==> config.mk <==
export PLATFORM = sky130hd
export DESIGN_NAME = lssc_regs
export DESIGN_NICKNAME = d
export VERILOG_FILES = /design/src/include/lssc_pkg.sv /design/src/include/lssc_msg_if.sv /design/src/design/lssc_msg_send.sv /design/src/design/lssc_regs.sv
export VERILOG_INCLUDE_DIRS = /design/src /design/src/include
export SDC_FILE = /design/constraint.sdc
export NUM_CORES = 1
export LEC_CHECK = 0
export BUFFER_PORTS_ARGS = -buffer_cell sky130_fd_sc_hd__buf_2
export CAP_MARGIN = 0
export CORE_MARGIN = 3
export CORE_UTILIZATION = 52
export DETAILED_ROUTE_END_ITERATION = 10
export GPL_ROUTABILITY_DRIVEN = 0
export PLACE_DENSITY = 0.94
export SLEW_MARGIN = 0
export SYNTH_ARGS = -nofsm -noshare
export SYNTH_HDL_FRONTEND = slang
export SYNTH_SLANG_ARGS = --single-unit
==> constraint.sdc <==
create_clock -name i_sys_clk -period 7.6 [get_ports i_sys_clk]
set_clock_uncertainty 0.15 [all_clocks]
set_input_delay 0.76 -clock i_sys_clk [delete_from_list [all_inputs] [get_ports i_sys_clk]]
set_output_delay 0.76 -clock i_sys_clk [all_outputs]
set_load 0.02 [all_outputs]
==> src/include/lssc_params.svh <==
// Purpose: offsets, field positions, reset values and timing for the link status and slot caps block
// Assumes: 32-bit dword configuration access at byte offsets
// Notes:   definitions only
`ifndef LSSC_PARAMS_SVH
`define LSSC_PARAMS_SVH

// ----------------------------------------
// offsets
// ----------------------------------------
`define LSSC_OFF_LINK            8'hD0
`define LSSC_OFF_SLOTCAP         8'hD4

// ----------------------------------------
// link control / status fields
// ----------------------------------------
`define LSSC_RETRAIN_BIT         5
`define LSSC_SPD_LSB             16
`define LSSC_SPD_MSB             19
`define LSSC_WID_LSB             20
`define LSSC_WID_MSB             25
`define LSSC_TRERR_BIT           26
`define LSSC_TRAIN_BIT           27
`define LSSC_SCLK_BIT            28
`define LSSC_DLACT_BIT           29
`define LSSC_BWMG_BIT            30
`define LSSC_ABW_BIT             31
`define LSSC_SPD_RST             4'h2
`define LSSC_SPD_2G5             4'h1
`define LSSC_SPD_5G0             4'h2
`define LSSC_WID_RST             6'h01

// ----------------------------------------
// slot capability fields
// ----------------------------------------
`define LSSC_FLAGS_LSB           0
`define LSSC_FLAGS_MSB           6
`define LSSC_PLV_LSB             7
`define LSSC_PLV_MSB             14
`define LSSC_PLS_LSB             15
`define LSSC_PLS_MSB             16
`define LSSC_PSN_LSB             19
`define LSSC_PSN_MSB             31
`define LSSC_FLAGS_RST           7'h5F
`define LSSC_PLV_RST             8'h19
`define LSSC_PLS_RST             2'h0
`define LSSC_PSN_RST             13'h0000
`define LSSC_SCLK_RST            1'h1

// ----------------------------------------
// timing
// ----------------------------------------
`define LSSC_CLK_NS              10
`define LSSC_MSG_HOLD_NS         20
`define LSSC_MSG_HOLD_CYC        ((`LSSC_MSG_HOLD_NS + `LSSC_CLK_NS - 1) / `LSSC_CLK_NS)

`endif

==> src/include/lssc_pkg.sv <==
// Purpose: shared types of the link status and slot caps block
// Assumes: nothing
// Notes:   constants live in lssc_params.svh
package lssc_pkg;
  typedef enum logic [2:0] {
    LSSC_MSG_IDLE = 3'b001,
    LSSC_MSG_REQ  = 3'b010,
    LSSC_MSG_HOLD = 3'b100
  } lssc_msg_e;
  typedef logic [31:0] lssc_word_t;
endpackage : lssc_pkg

==> src/include/lssc_msg_if.sv <==
// Purpose: carries a slot power limit message request between the register file and sender
// Assumes: single clock
// Notes:   none
interface lssc_msg_if;
  logic       req;
  logic [7:0] value;
  logic [1:0] scale;
  logic       busy;
  modport regs (output req, output value, output scale, input busy);
  modport send (input req, input value, input scale, output busy);
endinterface : lssc_msg_if

==> src/design/lssc_msg_send.sv <==
// Purpose: emits the slot power limit message toward the link layer
// Assumes: link layer accepts on o_msg_valid & i_msg_ready
// Notes:   a write during a pending send updates the payload once more afterwards
`include "lssc_params.svh"
module lssc_msg_send (
  input  wire logic    i_sys_clk,
  input  wire logic    i_sys_rst,
  lssc_msg_if.send     bus,
  input  wire logic    i_msg_ready,
  output logic         o_msg_valid,
  output logic [9:0]   o_msg_payload
);
  lssc_pkg::lssc_msg_e st_r;
  logic                pend_r;

  // ----------------------------------------
  // message sequencer
  // ----------------------------------------
  always_ff @(posedge i_sys_clk or posedge i_sys_rst) begin
    if (i_sys_rst) begin
      st_r          <= lssc_pkg::LSSC_MSG_IDLE;
      pend_r        <= 1'b0;
      o_msg_valid   <= 1'b0;
      o_msg_payload <= 10'h000;
    end else begin
      if (bus.req && st_r != lssc_pkg::LSSC_MSG_IDLE) begin
        pend_r <= 1'b1;
      end
      case (st_r)
        lssc_pkg::LSSC_MSG_IDLE: begin
          if (bus.req || pend_r) begin
            st_r          <= lssc_pkg::LSSC_MSG_REQ;
            pend_r        <= 1'b0;
            o_msg_valid   <= 1'b1;
            o_msg_payload <= {bus.scale, bus.value};
          end
        end
        lssc_pkg::LSSC_MSG_REQ: begin
          if (i_msg_ready) begin
            st_r        <= lssc_pkg::LSSC_MSG_HOLD;
            o_msg_valid <= 1'b0;
          end
        end
        lssc_pkg::LSSC_MSG_HOLD: begin
          st_r <= lssc_pkg::LSSC_MSG_IDLE;
        end
        default: begin
          st_r <= lssc_pkg::LSSC_MSG_IDLE;
        end
      endcase
    end
  end

  assign bus.busy = (st_r != lssc_pkg::LSSC_MSG_IDLE);

  AST_MSG_HELD: assert property (@(posedge i_sys_clk) disable iff (i_sys_rst)
    o_msg_valid && !i_msg_ready |=> o_msg_valid && $stable(o_msg_payload))
    else $error("message dropped before acceptance");
endmodule : lssc_msg_send

==> src/design/lssc_regs.sv <==
// Purpose: per-port link status and slot capability registers
// Assumes: config dword access, one cycle read latency, byte enables per lane
// Notes:   slot capability reads zero on the upstream port
`include "lssc_params.svh"
// Operation
// - Link speed field 19:16 reports negotiated rate, resets to 5.0 Gb/s code.
// - Lane count field 25:20 reports negotiated width, resets to x1.
// - Bit 26 sets on training failure, clears on successful L0 training.
// - Bit 27 high while training runs, cleared when done, resets one.
// - Bit 28 shows slot reference clock use, resets to one.
// - Bit 29 is one while data link is active, registered one cycle after it.
// - Slot capability bits 0 to 4 advertise slot features, reset to one.
// - Bit 5 advertises surprise removal, resets to zero.
// - Bit 6 advertises hot-plug capability, resets to one.
// - Writable power limit value at 14:7, resets to 19h.
// - Writable power limit scale at 16:15, resets to 00b.
// - Writing either power limit field sends a slot power limit message, except in a cycle with an external load.
// - Read-only physical slot number at 31:19, resets to zero.
// - Capability defaults and slot clock bit can be loaded externally.
// - Slot capability applies to downstream ports only.
// - Retrain bit starts retraining on downstream ports, always reads zero.
module lssc_regs (
  input  wire logic        i_sys_clk,
  input  wire logic        i_sys_rst,
  input  wire logic        i_downstream,
  input  wire logic        i_cfg_wr,
  input  wire logic        i_cfg_rd,
  input  wire logic [7:0]  i_cfg_addr,
  input  wire logic [3:0]  i_cfg_be,
  input  wire logic [31:0] i_cfg_wdata,
  output logic [31:0]      o_cfg_rdata,
  output logic             o_cfg_rvalid,
  input  wire logic [3:0]  i_link_speed,
  input  wire logic [5:0]  i_link_width,
  input  wire logic        i_train_fail,
  input  wire logic        i_train_start,
  input  wire logic        i_train_done_l0,
  input  wire logic        i_dl_active,
  input  wire logic        i_bw_mgmt_evt,
  input  wire logic        i_auto_bw_evt,
  input  wire logic        i_ld_valid,
  input  wire logic [31:0] i_ld_slotcap,
  input  wire logic        i_ld_slot_clk,
  output logic             o_retrain,
  input  wire logic        i_msg_ready,
  output logic             o_msg_valid,
  output logic [9:0]       o_msg_payload
);
  // ----------------------------------------
  // state
  // ----------------------------------------
  logic [3:0]  spd_r;
  logic [5:0]  wid_r;
  logic        trerr_r;
  logic        train_r;
  logic        sclk_r;
  logic        dlact_r;
  logic        bwmg_r;
  logic        abw_r;
  logic [6:0]  flags_r;
  logic [7:0]  plv_r;
  logic [1:0]  pls_r;
  logic [12:0] psn_r;
  logic        msg_req_r;
  logic        wr_link;
  logic        wr_cap;
  logic        pl_wr;
  lssc_pkg::lssc_word_t link_word;
  lssc_pkg::lssc_word_t cap_word;

  lssc_msg_if msg ();

  function automatic logic hit(input logic [7:0] a, input logic [7:0] off);
    hit = (a == off);
  endfunction : hit

  assign wr_link = i_cfg_wr && hit(i_cfg_addr, `LSSC_OFF_LINK);
  assign wr_cap  = i_cfg_wr && hit(i_cfg_addr, `LSSC_OFF_SLOTCAP) && i_downstream;
  // value spans lanes 0/1, scale lane 1/2
  assign pl_wr   = wr_cap && (|i_cfg_be[2:0]);

  // ----------------------------------------
  // link status tracking
  // ----------------------------------------
  always_ff @(posedge i_sys_clk or posedge i_sys_rst) begin
    if (i_sys_rst) begin
      spd_r   <= `LSSC_SPD_RST;
      wid_r   <= `LSSC_WID_RST;
      dlact_r <= 1'b0;
    end else begin
      spd_r   <= i_link_speed;
      wid_r   <= i_link_width;
      dlact_r <= i_dl_active;
    end
  end

  always_ff @(posedge i_sys_clk or posedge i_sys_rst) begin
    if (i_sys_rst) begin
      trerr_r <= 1'b0;
      train_r <= 1'b1;
    end else begin
      if (i_train_fail) begin
        trerr_r <= 1'b1;
      end else if (i_train_done_l0) begin
        trerr_r <= 1'b0;
      end
      if (i_train_start || o_retrain) begin
        train_r <= 1'b1;
      end else if (i_train_done_l0 || i_train_fail) begin
        train_r <= 1'b0;
      end
    end
  end

  // set wins over a same-cycle write-one clear
  always_ff @(posedge i_sys_clk or posedge i_sys_rst) begin
    if (i_sys_rst) begin
      bwmg_r <= 1'b0;
      abw_r  <= 1'b0;
    end else begin
      if (i_bw_mgmt_evt) begin
        bwmg_r <= 1'b1;
      end else if (wr_link && i_cfg_be[3] && i_cfg_wdata[`LSSC_BWMG_BIT]) begin
        bwmg_r <= 1'b0;
      end
      if (i_auto_bw_evt) begin
        abw_r <= 1'b1;
      end else if (wr_link && i_cfg_be[3] && i_cfg_wdata[`LSSC_ABW_BIT]) begin
        abw_r <= 1'b0;
      end
    end
  end

  // retrain is a self-clearing strobe, never stored as readable state
  always_ff @(posedge i_sys_clk or posedge i_sys_rst) begin
    if (i_sys_rst) begin
      o_retrain <= 1'b0;
    end else begin
      o_retrain <= wr_link && i_downstream && i_cfg_be[0]
                   && i_cfg_wdata[`LSSC_RETRAIN_BIT];
    end
  end

  // ----------------------------------------
  // slot capabilities
  // ----------------------------------------
  always_ff @(posedge i_sys_clk or posedge i_sys_rst) begin
    if (i_sys_rst) begin
      flags_r <= `LSSC_FLAGS_RST;
      psn_r   <= `LSSC_PSN_RST;
      sclk_r  <= `LSSC_SCLK_RST;
    end else if (i_ld_valid) begin
      flags_r <= i_ld_slotcap[`LSSC_FLAGS_MSB:`LSSC_FLAGS_LSB];
      psn_r   <= i_ld_slotcap[`LSSC_PSN_MSB:`LSSC_PSN_LSB];
      sclk_r  <= i_ld_slot_clk;
    end
  end

  always_ff @(posedge i_sys_clk or posedge i_sys_rst) begin
    if (i_sys_rst) begin
      plv_r <= `LSSC_PLV_RST;
      pls_r <= `LSSC_PLS_RST;
    end else if (i_ld_valid) begin
      plv_r <= i_ld_slotcap[`LSSC_PLV_MSB:`LSSC_PLV_LSB];
      pls_r <= i_ld_slotcap[`LSSC_PLS_MSB:`LSSC_PLS_LSB];
    end else if (wr_cap) begin
      if (i_cfg_be[0]) begin
        plv_r[0] <= i_cfg_wdata[7];
      end
      if (i_cfg_be[1]) begin
        plv_r[7:1] <= i_cfg_wdata[14:8];
        pls_r[0]   <= i_cfg_wdata[15];
      end
      if (i_cfg_be[2]) begin
        pls_r[1] <= i_cfg_wdata[16];
      end
    end
  end

  // request follows one cycle later, so the message carries the freshly written value
  always_ff @(posedge i_sys_clk or posedge i_sys_rst) begin
    if (i_sys_rst) begin
      msg_req_r <= 1'b0;
    end else begin
      msg_req_r <= pl_wr && !i_ld_valid;
    end
  end

  assign msg.req   = msg_req_r;
  assign msg.value = plv_r;
  assign msg.scale = pls_r;

  lssc_msg_send u_send (
    .i_sys_clk     (i_sys_clk),
    .i_sys_rst     (i_sys_rst),
    .bus           (msg),
    .i_msg_ready   (i_msg_ready),
    .o_msg_valid   (o_msg_valid),
    .o_msg_payload (o_msg_payload)
  );

  // ----------------------------------------
  // read path
  // ----------------------------------------
  always_comb begin
    link_word = 32'h0000_0000;
    link_word[`LSSC_SPD_MSB:`LSSC_SPD_LSB] = spd_r;
    link_word[`LSSC_WID_MSB:`LSSC_WID_LSB] = wid_r;
    link_word[`LSSC_TRERR_BIT] = trerr_r;
    link_word[`LSSC_TRAIN_BIT] = train_r;
    link_word[`LSSC_SCLK_BIT]  = sclk_r;
    link_word[`LSSC_DLACT_BIT] = dlact_r;
    link_word[`LSSC_BWMG_BIT]  = bwmg_r;
    link_word[`LSSC_ABW_BIT]   = abw_r;
  end

  always_comb begin
    cap_word = 32'h0000_0000;
    if (i_downstream) begin
      cap_word[`LSSC_FLAGS_MSB:`LSSC_FLAGS_LSB] = flags_r;
      cap_word[`LSSC_PLV_MSB:`LSSC_PLV_LSB]     = plv_r;
      cap_word[`LSSC_PLS_MSB:`LSSC_PLS_LSB]     = pls_r;
      cap_word[`LSSC_PSN_MSB:`LSSC_PSN_LSB]     = psn_r;
    end
  end

  always_ff @(posedge i_sys_clk or posedge i_sys_rst) begin
    if (i_sys_rst) begin
      o_cfg_rdata  <= 32'h0000_0000;
      o_cfg_rvalid <= 1'b0;
    end else begin
      o_cfg_rvalid <= i_cfg_rd;
      if (!i_cfg_rd) begin
        o_cfg_rdata <= 32'h0000_0000;
      end else if (hit(i_cfg_addr, `LSSC_OFF_LINK)) begin
        o_cfg_rdata <= link_word;
      end else if (hit(i_cfg_addr, `LSSC_OFF_SLOTCAP)) begin
        o_cfg_rdata <= cap_word;
      end else begin
        o_cfg_rdata <= 32'h0000_0000;
      end
    end
  end

  // ----------------------------------------
  // checks
  // ----------------------------------------
  AST_SPEED_TRACK: assert property (@(posedge i_sys_clk) disable iff (i_sys_rst)
    1'b1 |=> spd_r == $past(i_link_speed))
    else $error("link speed not tracked");
  AST_WIDTH_READ: assert property (@(posedge i_sys_clk) disable iff (i_sys_rst)
    i_cfg_rd && hit(i_cfg_addr, `LSSC_OFF_LINK) |=> o_cfg_rvalid
    && o_cfg_rdata[`LSSC_WID_MSB:`LSSC_WID_LSB] == $past(wid_r))
    else $error("width field misread");
  AST_TRERR_SET: assert property (@(posedge i_sys_clk) disable iff (i_sys_rst)
    i_train_fail |=> trerr_r)
    else $error("training error not recorded");
  AST_TRERR_CLR: assert property (@(posedge i_sys_clk) disable iff (i_sys_rst)
    i_train_done_l0 && !i_train_fail |=> !trerr_r)
    else $error("training error not cleared in L0");
  AST_TRAIN_RETRAIN: assert property (@(posedge i_sys_clk) disable iff (i_sys_rst)
    o_retrain |=> train_r)
    else $error("training bit not raised by retrain");
  AST_TRAIN_DONE: assert property (@(posedge i_sys_clk) disable iff (i_sys_rst)
    i_train_done_l0 && !i_train_start && !o_retrain |=> !train_r)
    else $error("training bit not cleared when done");
  AST_DLACT: assert property (@(posedge i_sys_clk) disable iff (i_sys_rst)
    1'b1 |=> dlact_r == $past(i_dl_active))
    else $error("link active bit not following");
  AST_W1C_SET_WINS: assert property (@(posedge i_sys_clk) disable iff (i_sys_rst)
    i_bw_mgmt_evt |=> bwmg_r)
    else $error("bandwidth event lost");
  AST_W1C_CLEAR: assert property (@(posedge i_sys_clk) disable iff (i_sys_rst)
    wr_link && i_cfg_be[3] && i_cfg_wdata[`LSSC_ABW_BIT] && !i_auto_bw_evt |=> !abw_r)
    else $error("autonomous bandwidth flag not cleared");
  AST_W1C_ZERO: assert property (@(posedge i_sys_clk) disable iff (i_sys_rst)
    bwmg_r && !(wr_link && i_cfg_be[3] && i_cfg_wdata[`LSSC_BWMG_BIT]) |=> bwmg_r)
    else $error("bandwidth flag lost without a write of one");
  AST_CAPS_RO: assert property (@(posedge i_sys_clk) disable iff (i_sys_rst)
    !i_ld_valid |=> $stable(flags_r) && $stable(psn_r) && $stable(sclk_r))
    else $error("read-only capability field moved");
  AST_LOAD_WINS: assert property (@(posedge i_sys_clk) disable iff (i_sys_rst)
    i_ld_valid |=> plv_r == $past(i_ld_slotcap[`LSSC_PLV_MSB:`LSSC_PLV_LSB]))
    else $error("loaded power limit value lost");
  AST_MSG_ON_WRITE: assert property (@(posedge i_sys_clk) disable iff (i_sys_rst)
    pl_wr && !i_ld_valid && !msg.busy && !msg_req_r && !$past(msg.busy)
    |=> ##1 o_msg_valid && o_msg_payload == {pls_r, plv_r})
    else $error("power limit write sent no message");
  AST_UPSTREAM_CAP: assert property (@(posedge i_sys_clk) disable iff (i_sys_rst)
    i_cfg_rd && hit(i_cfg_addr, `LSSC_OFF_SLOTCAP) && !i_downstream
    |=> o_cfg_rdata == 32'h0000_0000)
    else $error("slot caps visible upstream");
  AST_UP_NO_MSG: assert property (@(posedge i_sys_clk) disable iff (i_sys_rst)
    !i_downstream |=> !msg_req_r)
    else $error("power limit message requested upstream");
  AST_RETRAIN_RD0: assert property (@(posedge i_sys_clk) disable iff (i_sys_rst)
    o_cfg_rvalid && $past(hit(i_cfg_addr, `LSSC_OFF_LINK)) |-> !o_cfg_rdata[`LSSC_RETRAIN_BIT])
    else $error("retrain bit read back nonzero");
  AST_UP_NO_RETRAIN: assert property (@(posedge i_sys_clk) disable iff (i_sys_rst)
    !i_downstream |=> !o_retrain)
    else $error("retrain strobe on upstream port");
endmodule : lssc_regs

==> flow_summary.toml <==
[floorplan]
rows = 30
initial_core_util_pct = 54.0
core_area_um2 = 6830
die_w_um = 90.2
fp.dieH_um = 90.2
num_io_pins = 145
die-area_um2 = 8140

[power]
power_leakage_nw = 2.32
clockPowerShare_pct = 35.1
pwr-share-seq_pct = 57.3
pwr_density_cell_nw_per_um2 = 210
power_mw = 0.954
power.switching_mw = 0.221
p_int_mw = 0.733
ir_worst_vdd_mv = 0.174
p_sw_share_pct = 23.2
comb_power_share_pct = 7.6

[yosys]
netlist.area_leader.share_pct = 55.6
synth_nets = 368
synthCells = 268
yosysWarnings = 0
synthDistinctLibCells = 33
synth_edf_count = 0
seq_area_frac_synth_pct = 65.6
ys_ff_latch = 96
synth_area_um2 = 3690
syn_avg_cell_area_um2 = 13.8
synth_area_leaders = "dfrtp_1 56%, dfstp_2 10%, mux2_2 9.5%, a22o_1 3.1%, and2_1 3.1%"
yosysTopAreaCell = "dfrtp_1"
synth_flop_cell = "dfrtp_1"
synthArstFlopShare_pct = 100

[worst_setup_path]
startpoint_type = "input pin"
endpoint_kind = "flop"
required_ps = 7730
cp_max_fo = 29
cp_data_arrival_time_ps = 2960
crit_type = "input pin to flop"

[clock_tree]
cts.htree.levels = 3
postCtsSetupBuffers = 0
cts_tree = "yes"
cts_max_path_buffers = 2
cts-root-buf = "clkbuf_8"
numCtsBuffers = 9
clk_pin_slew_ps = 90
clock_latency_ps = 340
cts.repair.resized = 0
clock-sinks = 96
ctsHoldBuffers = 0

[sta]
drv_slew = 0
fin_tns_setup_ps = 0
finalSetupViolations = 0
tightest_slew_ps = 1110
slew_headroom_pct = 26.3
timing.final.crit_share_pct = 37.2
setup_slack_ps = 4770
rsz0062_at_grt = "no"
fmax_mhz = 354
hold_viol_final = 0
min_period_ps = 2830

[layout]
fin_area_um2 = 4550
area_delta_synth_final_pct = 23.4
diodes = 0
final_cell_mix = "123 x buf_2, 82 x dfrtp_1, 31 x mux2_2"
final_nets = 483
drive_gt1_share_pct = 48.7
layout_commonest_cell = "buf_2"
stdcell_count = 484

[route]
wl_met3_um = 467
firstDrtPassIters = 4
wl_per_cell_um = 16.2
drt_iter0_markers = 110
vias = 2578
top_layer_used = "met4"
finalWirelength_um = 7860
antenna_left = 0
avgViaCountPerCell = 5.33
met1_length_um = 3090
wl_met2_um = 4140
post-route-drc-count = 0

[placement]
post-dp-hpwl_um = 5660
port-buffer-count = 123
placedCellCount = 468
pre_cts_ws_ps = 4380
dpl_cell_area_um2 = 4350

[global_route]
grt_use_total_pct = 19.6
grt_max_degree = 97
grt_first_pass_wirelength_um = 12700
grt_pass1_vias = 2627
grt_overflow = 0
antenna_found_initial = 0

[job]
max_cap_viol_count = 0

[status]
status = "complete, no violations"

[min_path]
hold_path_class = "flop to flop"
==> stage by stage <==
stage                     utilization [%]  hold WS, ps
after CTS                            66.6          306
after floorplan                         -          278
after global routing                 66.6          342
after detailed placement             63.6          285
after global placement               63.6          279
final                                66.6          305
==> state kept, by name, indices dropped and copies added (netlist names), 3 cells and up <==
signal and flops:
o_cfg_rdata 32, psn_r 13, u_send.o_msg_payload 10, msg.value 8, flags_r 7, wid_r 6, spd_r 4, u_send.st_r 3
==> metal layers <==
metal	vias to the layer above	global-route usage, %
met3	12	4.18
met2	94	34.9
li1	1197	-
met4	0	7.78
met1	1275	23.2
met5	-	0
==> power groups by stage <==
stage                     sequential [mW]  clock, mW  combinational [mW]
after floorplan                     0.555          0              0.0403
after global placement              0.555          0              0.0698
after detailed placement            0.557          0              0.0734
after CTS                           0.547      0.341              0.0737
after global routing                0.550      0.363              0.0804
final                               0.547      0.335              0.0725
==> cell usage after synthesis, types with 2 or more instances <==
cell type	instances
a21o_1	3
a21oi_1	11
a22o_1	13
a31oi_1	11
and2_1	18
and4_1	10
buf_2	4
buf_4	2
clkbuf_1	12
dfrtp_1	82
dfstp_2	14
inv_1	4
mux2_2	31
nand2_1	5
nand2b_1	2
nand3_1	4
nor2_1	4
nor2b_1	11
nor3_1	3
o31ai_1	10
o41ai_1	2
==> path summary, 6_finish.rpt <==
check | cells past startpoint | start | slack, ps | end
max in group asynchronous | 2 | i_sys_rst | 6070 | o_cfg_rdata[30]$_DFF_PP0_
min | 1 | spd_r[2]$_DFF_PP0_ | 310 | o_cfg_rdata[18]$_DFF_PP0_
max reg2reg | 2 | u_send.st_r[0]$_DFFE_PP1P_ | 5810 | u_send.o_msg_payload[4]$_DFFE_PP0P_
min in group asynchronous | 2 | i_sys_rst | 550 | psn_r[5]$_DFFE_PP0P_
max | 4 | i_cfg_addr[5] | 4770 | o_cfg_rdata[19]$_DFF_PP0_
min reg2reg | 1 | spd_r[2]$_DFF_PP0_ | 310 | o_cfg_rdata[18]$_DFF_PP0_
==> area by class of cell <==
class | count | area (µm²)
fill | 542 | 2280
timing repair buffer | 123 | 616
tap | 96 | 120
multi-input combinational | 149 | 1170
clock buffer | 10 | 138
inverter | 4 | 17.5
sequential | 96 | 2420
clock inverter | 6 | 67.6
==> critical path, cell delays in order <==
cell	delay, ps
buf_2	100
nand4b_1	700
nor3_4	1130
a22o_1	250
==> kinds of logic (layout without fill, tap and decap cells) <==
group | Yosys count | count (layout) | synth area share (%)
AOI/OAI and AO/OA | 51 | 51 | 9.81
buffers and inverters | 23 | 143 | 2.88
DFF | 96 | 96 | 65.6
muxes | 31 | 31 | 9.47
and+or+nand+nor | 67 | 67 | 12.2
(Power assumes the default switching activity.)
